<file path="config.mk">
export PLATFORM = sky130hd
export DESIGN_NAME = lbx_exception_unit
export DESIGN_NICKNAME = d
export VERILOG_FILES = /design/src/lbx_pkg.sv /design/src/lbx_exception_unit.sv
export SDC_FILE = /design/constraint.sdc
export NUM_CORES = 1
export LEC_CHECK = 0
export BUFFER_PORTS_ARGS = -buffer_cell sky130_fd_sc_hd__clkbuf_2
export CORE_UTILIZATION = 29
export DETAILED_ROUTE_END_ITERATION = 10
export HOLD_SLACK_MARGIN = 0.12
export PLACE_DENSITY = 0.52
export SETUP_SLACK_MARGIN = 0.5
export SLEW_MARGIN = 20
export SYNTH_ARGS = -nofsm -noshare
export SYNTH_HDL_FRONTEND = slang
export SYNTH_SLANG_ARGS = --single-unit
</file>
<file path="constraint.sdc">
create_clock -name I_CLK -period 2.3 [get_ports I_CLK]
set_input_delay 0.46 -clock I_CLK [delete_from_list [all_inputs] [get_ports I_CLK]]
set_output_delay 0.46 -clock I_CLK [all_outputs]
set_load 0.005 [all_outputs]
</file>
<file path="src/lbx_pkg.sv">
/*
 * Shared constants for the local bus parity, exception and timeout unit:
 * register offsets, field positions, reset values and timing counts.
 * Assumes a 40 MHz local bus clock and 32-bit APB register access.
 */
package lbx_pkg;
    // Register byte offsets
    localparam logic [7:0] OFF_LOCAL_BUS_CONFIG_REG = 8'h00;
    localparam logic [7:0] OFF_PROC = 8'h04;
    localparam logic [7:0] OFF_SPECIAL_ARBITRATION_REG = 8'h08;
    localparam logic [7:0] OFF_EXSTAT = 8'h0C;
    localparam logic [7:0] OFF_TRAP = 8'h10;
    localparam logic [7:0] OFF_PEXC = 8'h14;
    localparam logic [7:0] OFF_BUS_MASTER_STATUS_REG = 8'h18;
    localparam logic [7:0] OFF_COMMAND_BUSY_STATUS_PORT = 8'h1C;
    // Field positions
    localparam int LOCAL_BUS_CONFIG_REG_CHK = 0;
    localparam int PROC_EI = 1;
    localparam int PROC_CHK = 9;
    localparam int PROC_NRDY_TO_DIS = 12;
    localparam int SPECIAL_ARBITRATION_REG_TO_DIS = 0;
    localparam int EX_MPE = 0;
    localparam int EX_MEX = 1;
    localparam int EX_EXS = 2;
    localparam int EX_OWN_LO = 4;
    localparam int EX_COND_LO = 6;
    localparam int PEXC_PAR = 0;
    localparam int PEXC_EXC = 1;
    localparam int COMMAND_BUSY_STATUS_PORT_WDOG = 0;
    // Exception source condition codes
    localparam logic [1:0] COND_TIMEOUT = 2'h1;
    localparam logic [1:0] COND_DPAR = 2'h2;
    // Reset values
    localparam logic [31:0] RST_ZERO = 32'h0000_0000;
    // Timing
    localparam int CLK_PERIOD_NS = 25;
    localparam int LB_TIMEOUT_CLKS = 64;
    localparam int NRDY_TIMEOUT_NS = 3400;
    localparam int NRDY_CYCLES = (NRDY_TIMEOUT_NS + CLK_PERIOD_NS - 1) / CLK_PERIOD_NS;
    localparam logic [7:0] NRDY_LAST = 8'(NRDY_CYCLES - 1);
    localparam logic [6:0] LB_TO_LAST = 7'(LB_TIMEOUT_CLKS - 1);
endpackage

</file>
<file path="src/lbx_exception_unit.sv">
/*
 * Local bus parity generation and checking, exception propagation,
 * watchdog handling and the local bus hang timer, with an APB register
 * file. Assumes local bus and host-side strobes come from logic on
 * I_CLK; only the watchdog pin is asynchronous.
 */
`timescale 1ns/10ps
module lbx_exception_unit (
    input wire logic I_CLK,
    input wire logic I_RESET_N,
    input wire logic I_PSEL,
    input wire logic I_PENABLE,
    input wire logic I_PWRITE,
    input wire logic [7:0] I_PADDR,
    input wire logic [31:0] I_PWDATA,
    output logic [31:0] O_PRDATA,
    output logic O_PREADY,
    output logic O_PSLVERR,
    input wire logic I_LB_ADS,
    input wire logic I_LB_READY,
    input wire logic I_LB_LAST,
    input wire logic I_LB_WR,
    input wire logic [31:0] I_LB_ADDR,
    input wire logic [31:0] I_LB_DATA,
    input wire logic [3:0] I_LB_AP,
    input wire logic [3:0] I_LB_DP,
    input wire logic [1:0] I_LB_OWNER,
    input wire logic I_LB_EXCPT_N,
    output logic O_LB_EXCPT_O,
    output logic O_LB_EXCPT_OE_N,
    input wire logic [31:0] I_DRV_ADDR,
    input wire logic [31:0] I_DRV_DATA,
    output logic [3:0] O_LB_AP,
    output logic [3:0] O_LB_DP,
    output logic [3:0] O_EXP_AP,
    output logic [3:0] O_EXP_DP,
    input wire logic I_MC_MASTER,
    input wire logic I_SBI_SLAVE,
    output logic O_SLAVE_BLOCK,
    input wire logic I_HOST_XFER,
    input wire logic I_HOST_IS_PCI,
    input wire logic I_HOST_REQ,
    input wire logic [31:0] I_HOST_ADDR,
    output logic O_HOST_DATA_VALID,
    output logic [31:0] O_HOST_DATA,
    output logic O_STREAM_STOP,
    output logic O_TARGET_ABORT,
    output logic O_TARGET_DISCONNECT,
    output logic O_CHANNEL_NOT_READY_N,
    output logic O_CHANNEL_CHECK_N,
    output logic O_PAR_EXC_IRQ,
    input wire logic [1:0] I_DMA_CH,
    output logic [1:0] O_DMA_STOP,
    output logic [1:0] O_TERM_IRQ,
    input wire logic I_WATCHDOG_N,
    output logic O_HOST_IRQ
);
    // Even parity per byte: bit is the XOR of the byte
    function automatic logic [3:0] lane_par(input logic [31:0] w);
        lane_par = {^w[31:24], ^w[23:16], ^w[15:8], ^w[7:0]};
    endfunction

    logic [31:0] local_bus_config_reg;
    logic [31:0] processor_config_reg;
    logic [31:0] special_arbitration_reg;
    logic [7:0] bus_exception_status_reg;
    logic [31:0] exception_address_trap_reg;
    logic [1:0] parity_exception_reg;
    logic [3:0] bus_master_status_reg;
    logic command_busy_status_port;
    logic [31:0] rd_snap_reg;
    logic [31:0] addr_hold_reg;
    logic [6:0] to_cnt_reg;
    logic to_run_reg;
    logic to_hit_reg;
    logic wd_s1_reg;
    logic wd_s2_reg;
    logic wd_prev_reg;
    logic [31:0] fail_addr_reg;
    logic fail_pend_reg;
    logic nrdy_reg;
    logic [7:0] nrdy_cnt_reg;

    logic mc_chk, sbi_chk, exc_in, ap_err, dp_err;
    logic host_rd_fail_par, host_rd_fail_exc, host_rd_fail, host_wr_exc;
    logic to_start, slave_dp_exc, wd_event, bus_done;
    logic apb_setup, apb_wr, apb_rd;
    logic [1:0] dma_fail_par, dma_fail_exc;

    // Local bus error detection
    assign mc_chk = local_bus_config_reg[lbx_pkg::LOCAL_BUS_CONFIG_REG_CHK];
    assign sbi_chk = processor_config_reg[lbx_pkg::PROC_CHK];
    assign exc_in = ~I_LB_EXCPT_N;
    assign ap_err = I_LB_ADS & (lane_par(I_LB_ADDR) != I_LB_AP);
    assign dp_err = I_LB_READY & (lane_par(I_LB_DATA) != I_LB_DP);
    assign slave_dp_exc = I_SBI_SLAVE & sbi_chk & dp_err;

    // Host-side read and write outcomes
    assign host_rd_fail_par = I_HOST_XFER & ~I_LB_WR & sbi_chk & dp_err;
    assign host_rd_fail_exc = I_HOST_XFER & ~I_LB_WR & I_LB_READY & exc_in;
    assign host_rd_fail = host_rd_fail_par | host_rd_fail_exc;
    assign host_wr_exc = I_HOST_XFER & I_LB_WR & I_LB_READY & exc_in;

    // DMA channel failures, per channel
    assign dma_fail_par = I_DMA_CH & {2{~I_LB_WR & sbi_chk & dp_err}};
    assign dma_fail_exc = I_DMA_CH & {2{I_LB_READY & exc_in}};

    // Watchdog falling edge seen after the synchroniser
    assign wd_event = wd_prev_reg & ~wd_s2_reg;

    // APB phases
    assign apb_setup = I_PSEL & ~I_PENABLE;
    assign bus_done = I_PSEL & I_PENABLE & O_PREADY;
    assign apb_wr = bus_done & I_PWRITE;
    assign apb_rd = bus_done & ~I_PWRITE;

    // Timer start condition, disabled by the arbitration register
    assign to_start = (I_LB_ADS | I_LB_READY)
        & ~special_arbitration_reg[lbx_pkg::SPECIAL_ARBITRATION_REG_TO_DIS];

    // APB handshake: one wait-free access cycle after setup
    always_ff @(posedge I_CLK) begin
        if (!I_RESET_N) begin
            O_PREADY <= 1'b0;
        end else begin
            O_PREADY <= apb_setup;
        end
    end

    // Read data and error captured in the setup cycle
    always_ff @(posedge I_CLK) begin
        if (!I_RESET_N) begin
            O_PRDATA <= lbx_pkg::RST_ZERO;
            O_PSLVERR <= 1'b0;
            rd_snap_reg <= lbx_pkg::RST_ZERO;
        end else if (apb_setup) begin
            O_PSLVERR <= 1'b0;
            case (I_PADDR)
                lbx_pkg::OFF_LOCAL_BUS_CONFIG_REG: O_PRDATA <= local_bus_config_reg;
                lbx_pkg::OFF_PROC: O_PRDATA <= processor_config_reg;
                lbx_pkg::OFF_SPECIAL_ARBITRATION_REG: O_PRDATA <= special_arbitration_reg;
                lbx_pkg::OFF_EXSTAT: O_PRDATA <= {24'h000000, bus_exception_status_reg};
                lbx_pkg::OFF_TRAP: O_PRDATA <= exception_address_trap_reg;
                lbx_pkg::OFF_PEXC: O_PRDATA <= {30'h0, parity_exception_reg};
                lbx_pkg::OFF_BUS_MASTER_STATUS_REG: O_PRDATA <= {28'h0000000, bus_master_status_reg};
                lbx_pkg::OFF_COMMAND_BUSY_STATUS_PORT: O_PRDATA <= {31'h0, command_busy_status_port};
                default: begin
                    O_PRDATA <= lbx_pkg::RST_ZERO;
                    O_PSLVERR <= 1'b1;
                end
            endcase
            rd_snap_reg <= (I_PADDR == lbx_pkg::OFF_PEXC)
                ? {30'h0, parity_exception_reg} : lbx_pkg::RST_ZERO;
        end
    end

    // Configuration registers written by software
    always_ff @(posedge I_CLK) begin
        if (!I_RESET_N) begin
            local_bus_config_reg <= lbx_pkg::RST_ZERO;
            processor_config_reg <= lbx_pkg::RST_ZERO;
            special_arbitration_reg <= lbx_pkg::RST_ZERO;
        end else if (apb_wr) begin
            case (I_PADDR)
                lbx_pkg::OFF_LOCAL_BUS_CONFIG_REG: local_bus_config_reg <= I_PWDATA;
                lbx_pkg::OFF_PROC: processor_config_reg <= I_PWDATA;
                lbx_pkg::OFF_SPECIAL_ARBITRATION_REG: special_arbitration_reg <= I_PWDATA;
                default: ;
            endcase
        end
    end

    // Parity generation for driven address and data, also to the connector
    always_ff @(posedge I_CLK) begin
        if (!I_RESET_N) begin
            O_LB_AP <= 4'h0;
            O_LB_DP <= 4'h0;
            O_EXP_AP <= 4'h0;
            O_EXP_DP <= 4'h0;
        end else begin
            O_LB_AP <= lane_par(I_DRV_ADDR);
            O_LB_DP <= lane_par(I_DRV_DATA);
            O_EXP_AP <= lane_par(I_DRV_ADDR);
            O_EXP_DP <= lane_par(I_DRV_DATA);
        end
    end

    // Slave ignores a cycle whose address parity fails; no status kept
    always_ff @(posedge I_CLK) begin
        if (!I_RESET_N) begin
            O_SLAVE_BLOCK <= 1'b0;
        end else if (I_LB_ADS) begin
            O_SLAVE_BLOCK <= I_SBI_SLAVE & sbi_chk & ap_err;
        end else if (I_LB_READY & I_LB_LAST) begin
            O_SLAVE_BLOCK <= 1'b0;
        end
    end

    // Hang timer: counts from strobe or ready, cleared on ready
    always_ff @(posedge I_CLK) begin
        if (!I_RESET_N) begin
            to_cnt_reg <= 7'h00;
            to_run_reg <= 1'b0;
            to_hit_reg <= 1'b0;
        end else if (special_arbitration_reg[lbx_pkg::SPECIAL_ARBITRATION_REG_TO_DIS]) begin
            to_cnt_reg <= 7'h00;
            to_run_reg <= 1'b0;
            to_hit_reg <= 1'b0;
        end else if (to_start) begin
            to_cnt_reg <= 7'h00;
            to_run_reg <= ~(I_LB_READY & I_LB_LAST);
            to_hit_reg <= 1'b0;
        end else if (to_run_reg) begin
            if (to_cnt_reg == lbx_pkg::LB_TO_LAST) begin
                to_hit_reg <= 1'b1;
            end else begin
                to_cnt_reg <= to_cnt_reg + 7'h01;
            end
        end
    end

    // Open-drain exception: driven low during timeout or slave data error
    always_ff @(posedge I_CLK) begin
        if (!I_RESET_N) begin
            O_LB_EXCPT_O <= 1'b0;
            O_LB_EXCPT_OE_N <= 1'b1;
        end else begin
            O_LB_EXCPT_O <= 1'b0;
            O_LB_EXCPT_OE_N <= ~((to_hit_reg & ~to_start) | slave_dp_exc);
        end
    end

    // Address of current cycle, kept for the trap and host failure
    always_ff @(posedge I_CLK) begin
        if (!I_RESET_N) begin
            addr_hold_reg <= lbx_pkg::RST_ZERO;
        end else if (I_LB_ADS) begin
            addr_hold_reg <= I_LB_ADDR;
        end
    end

    // Memory controller exception status; write one to clear, set wins
    always_ff @(posedge I_CLK) begin
        if (!I_RESET_N) begin
            bus_exception_status_reg <= 8'h00;
            exception_address_trap_reg <= lbx_pkg::RST_ZERO;
        end else begin
            if (apb_wr && I_PADDR == lbx_pkg::OFF_EXSTAT) begin
                bus_exception_status_reg <= bus_exception_status_reg & ~I_PWDATA[7:0];
            end
            if (I_MC_MASTER & ~I_LB_WR & mc_chk & dp_err) begin
                bus_exception_status_reg[lbx_pkg::EX_MPE] <= 1'b1;
                if (!bus_exception_status_reg[lbx_pkg::EX_MPE]) begin
                    exception_address_trap_reg <= addr_hold_reg;
                end
            end
            if (I_MC_MASTER & exc_in & O_LB_EXCPT_OE_N) begin
                bus_exception_status_reg[lbx_pkg::EX_MEX] <= 1'b1;
            end
            if (to_run_reg & ~to_hit_reg & ~to_start && to_cnt_reg == lbx_pkg::LB_TO_LAST) begin
                bus_exception_status_reg[lbx_pkg::EX_EXS] <= 1'b1;
                bus_exception_status_reg[lbx_pkg::EX_OWN_LO +: 2] <= I_LB_OWNER;
                bus_exception_status_reg[lbx_pkg::EX_COND_LO +: 2] <= lbx_pkg::COND_TIMEOUT;
            end else if (I_MC_MASTER & mc_chk & dp_err & I_LB_WR) begin
                bus_exception_status_reg[lbx_pkg::EX_EXS] <= 1'b1;
                bus_exception_status_reg[lbx_pkg::EX_OWN_LO +: 2] <= I_LB_OWNER;
                bus_exception_status_reg[lbx_pkg::EX_COND_LO +: 2] <= lbx_pkg::COND_DPAR;
            end
        end
    end

    // Parity/exception status: cleared by reading it, new events win
    always_ff @(posedge I_CLK) begin
        if (!I_RESET_N) begin
            parity_exception_reg <= 2'h0;
        end else begin
            parity_exception_reg <= (parity_exception_reg
                & ~(apb_rd ? rd_snap_reg[1:0] : 2'h0))
                | {host_rd_fail_exc, host_rd_fail_par};
        end
    end

    // Parity/exception interrupt follows the status bits
    always_ff @(posedge I_CLK) begin
        if (!I_RESET_N) begin
            O_PAR_EXC_IRQ <= 1'b0;
        end else begin
            O_PAR_EXC_IRQ <= |parity_exception_reg;
        end
    end

    // Host data path: failing data is never forwarded
    always_ff @(posedge I_CLK) begin
        if (!I_RESET_N) begin
            O_HOST_DATA_VALID <= 1'b0;
            O_HOST_DATA <= lbx_pkg::RST_ZERO;
            O_STREAM_STOP <= 1'b0;
            O_TARGET_ABORT <= 1'b0;
            O_TARGET_DISCONNECT <= 1'b0;
        end else begin
            O_HOST_DATA_VALID <= I_HOST_XFER & ~I_LB_WR & I_LB_READY & ~host_rd_fail;
            if (I_HOST_XFER & ~I_LB_WR & I_LB_READY & ~host_rd_fail) begin
                O_HOST_DATA <= I_LB_DATA;
            end
            O_STREAM_STOP <= host_rd_fail & ~I_HOST_IS_PCI;
            O_TARGET_ABORT <= host_rd_fail & I_HOST_IS_PCI;
            O_TARGET_DISCONNECT <= host_wr_exc & I_HOST_IS_PCI;
        end
    end

    // Failing address remembered for a later channel re-access
    always_ff @(posedge I_CLK) begin
        if (!I_RESET_N) begin
            fail_addr_reg <= lbx_pkg::RST_ZERO;
            fail_pend_reg <= 1'b0;
        end else if (host_rd_fail & ~I_HOST_IS_PCI) begin
            fail_addr_reg <= addr_hold_reg;
            fail_pend_reg <= 1'b1;
        end else if (nrdy_reg & ~I_HOST_REQ) begin
            fail_pend_reg <= 1'b0;
        end
    end

    // Channel not-ready hold and check after the timeout
    always_ff @(posedge I_CLK) begin
        if (!I_RESET_N) begin
            nrdy_reg <= 1'b0;
            nrdy_cnt_reg <= 8'h00;
            O_CHANNEL_NOT_READY_N <= 1'b1;
            O_CHANNEL_CHECK_N <= 1'b1;
        end else begin
            O_CHANNEL_CHECK_N <= ~(host_rd_fail_exc & ~I_HOST_IS_PCI);
            if (!nrdy_reg) begin
                nrdy_cnt_reg <= 8'h00;
                if (fail_pend_reg & I_HOST_REQ & ~I_HOST_IS_PCI && I_HOST_ADDR == fail_addr_reg) begin
                    nrdy_reg <= 1'b1;
                    O_CHANNEL_NOT_READY_N <= 1'b0;
                end
            end else if (!I_HOST_REQ) begin
                nrdy_reg <= 1'b0;
                O_CHANNEL_NOT_READY_N <= 1'b1;
            end else if (processor_config_reg[lbx_pkg::PROC_NRDY_TO_DIS]) begin
                nrdy_cnt_reg <= 8'h00;
            end else if (nrdy_cnt_reg == lbx_pkg::NRDY_LAST) begin
                O_CHANNEL_CHECK_N <= 1'b0;
                nrdy_reg <= 1'b0;
                O_CHANNEL_NOT_READY_N <= 1'b1;
            end else begin
                nrdy_cnt_reg <= nrdy_cnt_reg + 8'h01;
            end
        end
    end

    // Bus master status per channel {exception, parity}; write one to clear
    always_ff @(posedge I_CLK) begin
        if (!I_RESET_N) begin
            bus_master_status_reg <= 4'h0;
        end else begin
            bus_master_status_reg <= (bus_master_status_reg
                & ~((apb_wr && I_PADDR == lbx_pkg::OFF_BUS_MASTER_STATUS_REG) ? I_PWDATA[3:0] : 4'h0))
                | {dma_fail_exc[1], dma_fail_par[1], dma_fail_exc[0], dma_fail_par[0]};
        end
    end

    // Channel stop pulses and termination interrupts
    always_ff @(posedge I_CLK) begin
        if (!I_RESET_N) begin
            O_DMA_STOP <= 2'h0;
            O_TERM_IRQ <= 2'h0;
        end else begin
            O_DMA_STOP <= dma_fail_par | dma_fail_exc | {2{wd_event}};
            O_TERM_IRQ <= {|bus_master_status_reg[3:2], |bus_master_status_reg[1:0]};
        end
    end

    // Watchdog pin synchroniser and edge detect
    always_ff @(posedge I_CLK) begin
        if (!I_RESET_N) begin
            wd_s1_reg <= 1'b1;
            wd_s2_reg <= 1'b1;
            wd_prev_reg <= 1'b1;
        end else begin
            wd_s1_reg <= I_WATCHDOG_N;
            wd_s2_reg <= wd_s1_reg;
            wd_prev_reg <= wd_s2_reg;
        end
    end

    // Watchdog status and host interrupt, never gated by the enable bit
    always_ff @(posedge I_CLK) begin
        if (!I_RESET_N) begin
            command_busy_status_port <= 1'b0;
            O_HOST_IRQ <= 1'b0;
        end else begin
            if (wd_event) begin
                command_busy_status_port <= 1'b1;
            end else if (apb_wr && I_PADDR == lbx_pkg::OFF_COMMAND_BUSY_STATUS_PORT && I_PWDATA[lbx_pkg::COMMAND_BUSY_STATUS_PORT_WDOG]) begin
                command_busy_status_port <= 1'b0;
            end
            O_HOST_IRQ <= command_busy_status_port;
        end
    end
endmodule

</file>
# After elaboration in Yosys (flattened, before gate mapping)
# Cells that the tools add are included.
# totals
regBits	319
elab_cells	215
ramBits	0
out_inout_bits	97
latchBits	0
inputBits	228
romBits	0
memories	0
# classes
div	0
mul	0
n_lt_le_gt_ge	0
n_shift	0
addsub	2
reduce_logical	47
eq_ne	15
n_bitwise	75
muxes	34
# ops
cell	count
32-bit case mux with 8 select lines	1
8-bit XOR reduction	16
1-bit AND	43
32-bit == test	1
8-bit by 5-bit == test with 1-bit output (second input constant)	4
1-bit 2-to-1 mux	25
8-bit 2-to-1 mux	3
1-bit inverter	17
8-bit by 4-bit == test with 1-bit output (second input constant)	2
2-bit AND reduction	8
2-bit nonzero test	7
2-bit OR reduction	5
8-bit by 1-bit adder with 8-bit output (second input constant)	1
8-bit AND	1
8-bit by 3-bit == test with 1-bit output (second input constant)	1
8-bit == test (second input constant)	1
8-bit logical NOT	1
4-bit 2-to-1 mux	2
4-bit != test	2
8-bit inverter	1
8-bit OR reduction	1
7-bit by 1-bit adder with 7-bit output (second input constant)	1
7-bit by 6-bit == test with 1-bit output (second input constant)	1
2-bit AND	3
other kinds (15)	25

# Depth between registers and ports, before layout
# Gate-level depths: netlist (run 1).
# logic_depth
depth_word	10
ltp_mapped	8
ltp_nobuf	7

# Worst setup path after synthesis (run 1)
# Ideal clock, no wire load.
# synth_timing
path_type	input port to flip-flop
start	input I_LB_DATA[26]
end	register fail_pend_reg
required_time_ns	2.185
n_path_buf	2
setup_ns	0.115
cell_stages	8
slack_ns	-0.096
arrival_ns	2.282
cell_sequence	xnor2_1 -> xnor3_1 -> xnor2_1 -> o41a_1 -> o21a_1 -> buf_6 -> buf_6 -> o21a_1
# synth_between
elab_chain_len	7
elab_cells_between_ends	8
classes_between	1 x eq/ne; 1 x mux; 4 x bitwise; 2 x reduce/logical
# synth_lines
item	line	rtl
start: declaration	lbx_exception_unit.sv:24	input wire logic [31:0] I_LB_DATA,
8-bit XOR reduction (*)	lbx_exception_unit.sv:60	lane_par = {^w[31:24], ^w[23:16], ^w[15:8], ^w[7:0]};
4-bit != test (*)	lbx_exception_unit.sv:95	assign dp_err = I_LB_READY & (lane_par(I_LB_DATA) != I_LB_DP);
1-bit AND (*)	lbx_exception_unit.sv:95	
1-bit AND (*)	lbx_exception_unit.sv:99	assign host_rd_fail_par = I_HOST_XFER & ~I_LB_WR & sbi_chk & dp_err;
1-bit OR (*)	lbx_exception_unit.sv:101	assign host_rd_fail = host_rd_fail_par | host_rd_fail_exc;
1-bit AND (*)	lbx_exception_unit.sv:316	end else if (host_rd_fail & ~I_HOST_IS_PCI) begin
1-bit 2-to-1 mux / 2-bit nonzero test (equally long branches)	-	
end signal: assignment	lbx_exception_unit.sv:315	fail_pend_reg <= 1'b0;
end signal: assignment	lbx_exception_unit.sv:318	fail_pend_reg <= 1'b1;
end signal: assignment	lbx_exception_unit.sv:320	fail_pend_reg <= 1'b0;
end: declaration	lbx_exception_unit.sv:80	logic fail_pend_reg;
# Mark *: on every way between the ends. The rest lies on a longest branch, timed or not.
# A chain may end at the register's enable or synchronous reset.

# Final worst setup path (run 1)
# layout_timing
start	input I_LB_DATA[26]
end	register bus_exception_status_reg[2]
# layout_between
elab_chain_len	7
elab_cells_between_ends	8
classes_between	1 x eq/ne; 2 x mux; 3 x bitwise; 2 x reduce/logical
# layout_lines
item	line	rtl
8-bit XOR reduction (*)	lbx_exception_unit.sv:60	
4-bit != test (*)	lbx_exception_unit.sv:95	
1-bit AND (*)	lbx_exception_unit.sv:95	
1-bit AND (*) (2 in series)	lbx_exception_unit.sv:264	end else if (I_MC_MASTER & mc_chk & dp_err & I_LB_WR) begin
1-bit 2-to-1 mux	lbx_exception_unit.sv:264	
1-bit 2-to-1 mux	lbx_exception_unit.sv:260	if (to_run_reg & ~to_hit_reg & ~to_start && to_cnt_reg == lbx_pkg::LB_TO_LAST) begin
end signal: assignment	lbx_exception_unit.sv:249	bus_exception_status_reg <= bus_exception_status_reg & ~I_PWDATA[7:0];
end signal: indexed assignment	lbx_exception_unit.sv:263	bus_exception_status_reg[lbx_pkg::EX_COND_LO +: 2] <= lbx_pkg::COND_TIMEOUT;
end signal: indexed assignment	lbx_exception_unit.sv:267	bus_exception_status_reg[lbx_pkg::EX_COND_LO +: 2] <= lbx_pkg::COND_DPAR;
end: declaration	lbx_exception_unit.sv:66	logic [7:0] bus_exception_status_reg;
# Marks and branches as above.

==> impl_results.md, run 1 <==
* Outcome: completed
* Root Driver: clkbuf_16
* WL/cell at about 18 µm
* Final wirelength at between 40 and 50 mm
* Grt ovf at 0
* RSZ-0062 raised after global routing: true
* First-pass GRT wire length at a little over 70 mm
* PnR worst setup slack at 0.2950 ns
* Clk Latency, worst-skew pair at about 0.56 ns
* DP HPWL at 34.24 mm
* Most used flip-flop cell after synthesis: dfxtp_1
* Leak at 0.007216 µW
* I/O Buffers at between 300 and 400
* Mapped Avg Cell Area at a little under 9 µm²
* Initial antenna violation count at 1
* Setup WS pre-CTS at -0.2730 ns
* Via count at ~13,000
* Clock tree sinks at between 300 and 400
* MaxCap Viol Count at 0
* Hold Crit Class: in2reg
* Mapped Area at roughly 0.014 mm²
* PwrDens at around 730 mW/mm²
* Post-synth net total at between 1,500 and 2,000
* Final hold vios at 0
* # setup viols final at 0
* Crit path required time at about 2.8 ns
* Die Span Y at between 200 and 250 µm
* Io pins at 325
* DRT Pass-1 Iters at 4
* Synthesis-to-finish area growth at 30.90%
* Post-route insts no fill at about 2,700
* DRT antenna net count at 0
* RePlAce Congestion at about 0.84
* Hold Slack at 0.1552 ns
* Layout cell share with drive strength beyond 1 at 0.2557
* Largest net degree at the start of global routing at 96
* CTS Buffer Depth at 3
* Global-route usage over all layers at 0.1871
* Worst setup EP type: flop
* Vias in the first global route at 12,700
* Setup TNS at 0 ns
* Yosys reg bits at roughly 320
* H-Tree Depth at 2
* Minimum clock period at 2.005 ns
* Starting Density at 0.2930
* Synth warnings at 0
* Vias per cell at roughly 4.8
* DRC at 0
* Synth cell types at 60
* Cells after DPL at about 2,600
* Critical-path maximum fanout at 7
* Starting DRC count in detailed routing at roughly 860
* CTS clk-pin slew, worst paths at roughly 0.060 ns
* Kind of critical path: in2reg
* Layout Skew at 0.02181 ns
* TritonCTS clock tree: done
* Pins over their slew limit at 0
* Core Area at 0.04885 mm²
* Asr flop ratio synth at 0
* Number of flops mapped to enable cells by yosys at 0
* Fmax at between 0.4 and 0.5 GHz
* Crit path launch type: input port
* Maximum VDD drop at 402.3 µV
* DIE AREA at approximately 0.05 mm²
* Seq/Total Area, Yosys at 0.4462
* CTS buffer count at 40
* Cell count after synthesis at around 1,600
* Net count, final at 2,205
* Max_slew headroom at 0.5305
* Arr. time, crit path at approximately 2.5 ns
* Slew @ Worst Pin at between 0.7 and 0.8 ns
* Die W at 224.2 µm
* Fillers at between 5,000 and 6,000
* Placement Rows at a little over 80
* Final Cycle Share at 0.8717
cells in the mapped netlist, types with 3 or more instances:
cell         n  share of area
nand2b_1     7         0.0031
a32oi_1      6         0.0037
nor2_1     138          0.036
xnor3_1      4         0.0063
xnor2_1    108          0.066
mux2i_1    129          0.090
mux4_2       4         0.0063
buf_2        4         0.0014
inv_1        7         0.0018
dfxtp_1    319           0.45
a2bb2oi_1   24          0.015
a22oi_1      3         0.0016
a221oi_1    25          0.015
nand4b_1    33          0.020
nor4_1      10         0.0044
a32o_1       3         0.0021
o31ai_1     32          0.017
nor3_1      12         0.0042
buf_1        6         0.0016
nand2_1    372          0.098
nand4_1      8         0.0035
xor2_1      47          0.029
and3_1       6         0.0026
buf_4        9         0.0047
clkbuf_1    96          0.025
buf_6        7         0.0055
a21oi_1    148          0.052
nand3_1     18         0.0063
o21ai_0     10         0.0035
nand3b_1     3         0.0016
a21o_1       5         0.0026
o21a_1       4         0.0021
or3_1        3         0.0013
power breakdown:
part	switching (µW)	internal, µW
clock network	2530	3870
logic	796	739
registers	82.0	5630
total	3410	10200
placed cells by master, fill, tap and decap left out, drive strengths merged, types with 32 or more instances in the layout:
master,synthesis,layout
a21oi,148,148
buf,26,82
clkbuf,96,381
dfxtp,319,319
mux2i,129,129
nand2,372,372
nand4b,33,33
nor2,138,138
o31ai,32,32
xnor2,108,108
xor2,47,47
through the flow:
step | instance area [µm²] | util | power [µW]
after floorplan | 14480 | - | 6631
after global placement | 17040 | 0.3489 | 7264
after detailed placement | 17040 | 0.3489 | 7275
after CTS | 18570 | 0.3802 | 13810
after global routing | 18740 | 0.3835 | 14200
final | 18740 | 0.3835 | 13640
per-layer routing:
layer	track usage	vias up	routed length [µm]
li1	-	6291	-
met1	0.2331	6092	20990
met2	0.3293	366	23760
met3	0.03187	66	2429
met4	0.05281	0	1000
met5	0	-	0
path summary, 6_finish.rpt:
check	slack [ns]	cells past startpoint	start	endpoint
max	0.29	10	I_LB_DATA[26]	bus_exception_status_reg[2]
min	0.16	3	I_LB_DATA[0]	O_HOST_DATA[0]
max reg2reg	0.60	7	nrdy_cnt_reg[1]	nrdy_cnt_reg[3]
min reg2reg	0.43	1	wd_s1_reg	wd_s2_reg
area by class of cell:
class / count / area, µm² / area share
Clock inverter: 13 / 135.1 / 0.007213
Clock buffer: 56 / 1202 / 0.06418
Multi-Input combinational cell: 1197 / 7536 / 0.4022
Tap cell: 664 / 830.8 / 0.04434
Antenna cell: 1 / 2.502 / 0.0001336
Inverter: 8 / 35.03 / 0.001870
Timing Repair Buffer: 409 / 2605 / 0.1390
Sequential cell: 319 / 6389 / 0.3410
critical path, stage by stage:
cell	delay (ns)
clkbuf_2	0.11
xnor2_2	0.15
xnor3_1	0.41
xnor2_1	0.16
buf_4	0.14
o41ai_2	0.37
buf_6	0.24
buf_4	0.14
o21ai_2	0.08
o21a_1	0.19
cell families after synthesis:
logic type / after synthesis / synth area share
muxes: 133 / 0.09651
buffers and inverters: 130 / 0.04048
xor gates and xnor gates: 159 / 0.1011
adders and majority gates: 2 / 0.001748
DFF: 319 / 0.4462
other: 1 / 0.0002620
and+or+nand+nor: 624 / 0.1890
AOI/OAI and AO/OA: 278 / 0.1247
what timing repair did:
action / 4_1_cts / 5_1_grt
pin swaps: 3 / 8
buffers inserted: 4 / 1
hold buffers: 2 / 0
gates resized for setup: 13 / 13
endpoints found under the hold margin: 2 / 0
cloned: 3 / 4
setup endpoints to repair: 111 / 121
Power figures use the tool's default switching activity.
==> run 2, diff against run 1 <==
==> constraint.sdc (replaced) <==
create_clock -name I_CLK -period 2.3 [get_ports I_CLK]
set_input_delay 0.69 -clock I_CLK [delete_from_list [all_inputs] [get_ports I_CLK]]
set_output_delay 0.69 -clock I_CLK [all_outputs]
set_load 0.005 [all_outputs]
==> impl_results.md, run 2 (same netlist as run 1, synthesis figures left out) <==
* Layout cell share with drive strength beyond 1 at 0.2949
* Hold Crit Class: in2reg
* PwrDens at 710.9 mW/mm²
* Commonest cells after routing, fill and taps aside: nand2_1 (369), clkbuf_2 (318), dfxtp_1 (315)
* DRT Pass-1 Iters at 5
* Layout Skew at around 0.014 ns
* Final Cycle Share at 1.006
* Met2 Use GR at 0.3274
* Max_slew headroom at 0.4348
* # setup viols final at 7
* WL/cell at 17.90 µm
* Total chip power at around 14,000 µW
* CTS Buffer Depth at 3
* H-Tree Depth at 2
* Failing checks: setup timing
* Grt ovf at 0
* MaxCap Viol Count at 0
* Pins over their slew limit at 0
* Slew @ Worst Pin at about 0.85 ns
* Crit path required time at about 2.8 ns
* CP bufs+invs at 3
* Final hold vios at 0
* RePlAce Congestion at 0.8612
* Vias per cell at a little under 5
* Crit path launch type: input port
* ANT cells at 0
* Vias in the first global route at 12,630
* Setup WS pre-CTS at -0.5624 ns
* Core Area at between 0.04 and 0.05 mm²
* Fmax at 0.4324 GHz
* DP HPWL at between 30 and 40 mm
* Worst setup EP type: flop
* Fillers at approximately 5,000
* Arr. time, crit path at about 2.8 ns
* Root Driver: clkbuf_16
* Initial antenna violation count at 0
* I/O Buffers at 323
* First-pass GRT wire length at roughly 72 mm
* Crit-path leading delay family: XOR/XNOR gates
* Clock tree sinks at between 300 and 400
* Util after Layout at 0.4003
* TritonCTS clock tree: done
* Starting DRC count in detailed routing at between 800 and 900
* Io pins at approximately 330
* Post-cts hold buffer count at 0
* RSZ-0062 raised after global routing: true
* Via count at between 10,000 and 15,000
* Starting Density at 0.2930
* DRC at 0
* Largest net degree at the start of global routing at 95
* Final wirelength at roughly 48 mm
* Hold Slack at around 0.32 ns
* Kind of critical path: in2reg
* Slowest CP cell: xnor3_1
* Clk Latency, worst-skew pair at approximately 0.56 ns
* Met3 GRT Util at 0.02807
* Outcome: finished with violations
* CTS clk-pin slew, worst paths at ~0.06 ns
* Minimum clock period at between 2 and 2.5 ns
* Die Span Y at around 220 µm
* Setup TNS at -0.03965 ns
* Synthesis-to-finish area growth at 36.64%
* CP peak stage delay at 0.48 ns
* Met1 Use GR at 0.2340
* Die W at 224.2 µm
* Leak at about 0.0076 µW
* Net count, final at roughly 2,200
* CTS buffer count at 39
* Critical-path maximum fanout at 7
* Placement Rows at 81
* DIE AREA at about 0.05 mm²
* PnR worst setup slack at -0.01292 ns
* CP Cell Sequence: clkbuf_2 > xnor2_1 > xnor3_1 > xnor2_2 > o41a_1 > nor3_4 > buf_6 > clkbuf_16 > mux2i_1
* Maximum VDD drop at 487.9 µV
* Commonest non-fill, non-tap cell in the layout: nand2_1
* DRT antenna net count at 0
* Global-route usage over all layers at 0.1868
* Most used routing layer: met2
run 2: timing repair:
action                     CTS  global route
cloned                       5             4
buffers inserted             7             5
resized for setup           19            58
pin swaps                    3            40
setup endpoints to repair  117           173
run 2: metrics by stage:
step,std cells,cell area [µm²]
CTS,2693,19150
finish,2702,19560
global route,2702,19560
floorplan,1646,14780
global placement,2611,17520
detailed placement,2611,17520
run 2: area by class of cell:
type	instances	area, µm²	share of cell area
multi-input combinational	1197	7901	0.4040
sequential	319	6396	0.3271
timing repair buffer	444	3028	0.1548
clock buffer	57	1186	0.06065
tap	664	830.8	0.04248
clock inverter	13	178.9	0.009149
inverter	8	35.03	0.001791
run 2: where the power goes:
part | total [µW] | leakage, µW | internal, µW | switching (µW)
combinational | 1670 | 0.00432 | 812 | 854
sequential | 5700 | 0.00258 | 5620 | 81.8
clock | 6530 | 0.000673 | 4030 | 2500
run 2: per-layer routing:
layer | vias up | share of wire | wire (µm)
met5 | - | 0 | 0
met4 | 0 | 0.024 | 1172
met3 | 73 | 0.053 | 2547
met2 | 373 | 0.49 | 23870
met1 | 6220 | 0.43 | 20770
li1 | 6361 | - | -
run 2: path summary, 6_finish.rpt:
path              slack [ns]  cells after the start                          end                         from
setup / recovery       -0.01                      9              O_HOST_DATA[31]                I_LB_DATA[11]
setup reg to reg        0.59                      7              nrdy_cnt_reg[3]              nrdy_cnt_reg[1]
hold / removal          0.32                      2                    wd_s1_reg                 I_WATCHDOG_N
hold reg to reg         0.43                      2  bus_exception_status_reg[3]  bus_exception_status_reg[3]
==> run 3, diff against run 2 <==
--- a/config.mk
+++ b/config.mk
@@ -10,6 +10,7 @@
 export DETAILED_ROUTE_END_ITERATION = 10
 export HOLD_SLACK_MARGIN = 0.12
 export PLACE_DENSITY = 0.52
+export REMOVE_ABC_BUFFERS = 1
 export SETUP_SLACK_MARGIN = 0.5
 export SLEW_MARGIN = 20
 export SYNTH_ARGS = -nofsm -noshare
==> impl_results.md, run 3 (same netlist as run 1, synthesis figures left out) <==
* Total chip power at 13,510 µW
* Final Cycle Share at 1.017
* Post-cts hold buffer count at 0
* RePlAce Congestion at just over 0.8
* Fillers at just under 5,000
* Net count, final at ~2,300
* Final hold vios at 0
* DP HPWL at approximately 34 mm
* Die W at around 220 µm
* Crit path required time at 2.77 ns
* First-pass GRT wire length at 72.05 mm
* Failing checks: setup timing
* Placement Rows at 81
* Io pins at between 300 and 400
* Setup WS pre-CTS at -0.6299 ns
* Fin area at roughly 0.02 mm²
* Hold Crit Class: in2reg
* Initial antenna violation count at 0
* Worst setup EP type: flop
* DRT Pass-1 Iters at 5
* Fmax at about 0.43 GHz
* Util after Layout at 0.4111
* CTS Buffer Depth at 3
* Vias in the first global route at approximately 13,000
* Grt ovf at 0
* Starting Density at 0.2930
* # setup viols final at 5
* Starting DRC count in detailed routing at approximately 790
* PnR worst setup slack at -0.03972 ns
* Root Driver: clkbuf_16
* Layout cell share with drive strength beyond 1 at 0.3109
* Leak at ~0.0077 µW
* Largest net degree at the start of global routing at about 90
* CTS clk-pin slew, worst paths at roughly 0.060 ns
* Max_slew headroom at 0.01522
* Core Area at ~0.049 mm²
* Minimum clock period at roughly 2.3 ns
* PwrDens at between 600 and 700 mW/mm²
* Crit path launch type: input port
* DRC at 0
* Placed cell areas at roughly 0.017 mm²
* Clock tree sinks at roughly 320
* WL/cell at 18.31 µm
* RSZ-0062 raised after global routing: true
* Global-route usage over all layers at 0.1856
* Arr. time, crit path at about 2.8 ns
* Clk Latency, worst-skew pair at roughly 0.56 ns
* Kind of critical path: in2reg
* Outcome: finished with violations
* Commonest cells after routing, fill and taps aside: nand2_1 (370), dfxtp_1 (313), clkbuf_2 (313)
* DRT antenna net count at 0
* Vias per cell at 4.777
* Final wirelength at 49.94 mm
* DIE AREA at 0.05025 mm²
* I/O Buffers at 323
* Critical-path maximum fanout at 8
* Die Span Y at roughly 220 µm
* H-Tree Depth at 2
* Commonest non-fill, non-tap cell in the layout: nand2_1
* Layout Skew at 0.01302 ns
* Slew @ Worst Pin at 1.477 ns
* Via count at ~13,000
* MaxCap Viol Count at 0
* CTS buffer count at 39
* Synthesis-to-finish area growth at 40.30%
* Hold Slack at 0.3220 ns
* Maximum VDD drop at around 370 µV
* Pins over their slew limit at 0
* TritonCTS clock tree: done
==> run 3: cell types whose count changed in the layout (fill, tap and decap cells not counted), sizes merged <==
cell	previous run	this run
bufinv	4	1
clkinv	7	9
buf	122	144
diode	0	1
clkbuf	379	382
==> run 3: timing repair <==
action,CTS,global route
gates cloned,3,15
resized for setup,23,157
setup buffers,6,11
setup endpoints to repair,144,187
pin swaps,6,91
==> run 3: worst max-delay path: stages <==
cell and delay [ns]:
buf_8 0.10, xnor2_4 0.16, xnor3_1 0.46, xnor2_2 0.18
o41a_1 0.49, nor3_4 0.18, buf_6 0.16, clkbuf_16 0.17
mux2i_1 0.20
==> run 3: final timing paths <==
| kind | startpoint | endpoint | slack, ns | depth (start not counted) |
|---|---|---|---|---|
| max | I_LB_DATA[22] | O_HOST_DATA[21] | -0.04 | 9 |
| min | I_WATCHDOG_N | wd_s1_reg | 0.32 | 2 |
| max reg2reg | local_bus_config_reg[0] | exception_address_trap_reg[21] | 0.33 | 4 |
| min reg2reg | wd_s1_reg | wd_s2_reg | 0.43 | 1 |
==> run 3: layout make-up <==
type                    count  area (µm²)  area share
diodes                      1       2.502   0.0001246
multi-input cells        1197        8148      0.4058
well taps                 664       830.8     0.04137
inverters                   8       35.03    0.001745
repair buffers            469        3410      0.1698
clock inverters            12       106.4    0.005296
flip-flops and latches    319        6394      0.3184
clock buffers              57        1155     0.05751
==> run 3: metrics by stage <==
step	setup TNS, ns	std cells
2_1_floorplan	-368.20	1524
3_3_place_gp	-61.69	2622
3_5_place_dp	-63.18	2622
4_1_cts	0	2700
5_1_grt	-1.032	2726
6_report	-0.05613	2727
==> run 3: layer usage <==
| layer | track usage | vias up | wire (µm) |
|---|---|---|---|
| li1 | - | 6423 | - |
| met1 | 0.2445 | 6177 | 23210 |
| met2 | 0.3107 | 374 | 23290 |
| met3 | 0.03043 | 54 | 2536 |
| met4 | 0.05347 | 0 | 909 |
| met5 | 0 | - | 0 |
==> run 3: where the power goes <==
| group | total, µW | switching (µW) | internal [µW] |
|---|---|---|---|
| logic | 1740 | 903 | 842 |
| clock network | 6070 | 2470 | 3600 |
| registers | 5700 | 75.5 | 5630 |
| total | 13500 | 3450 | 10100 |
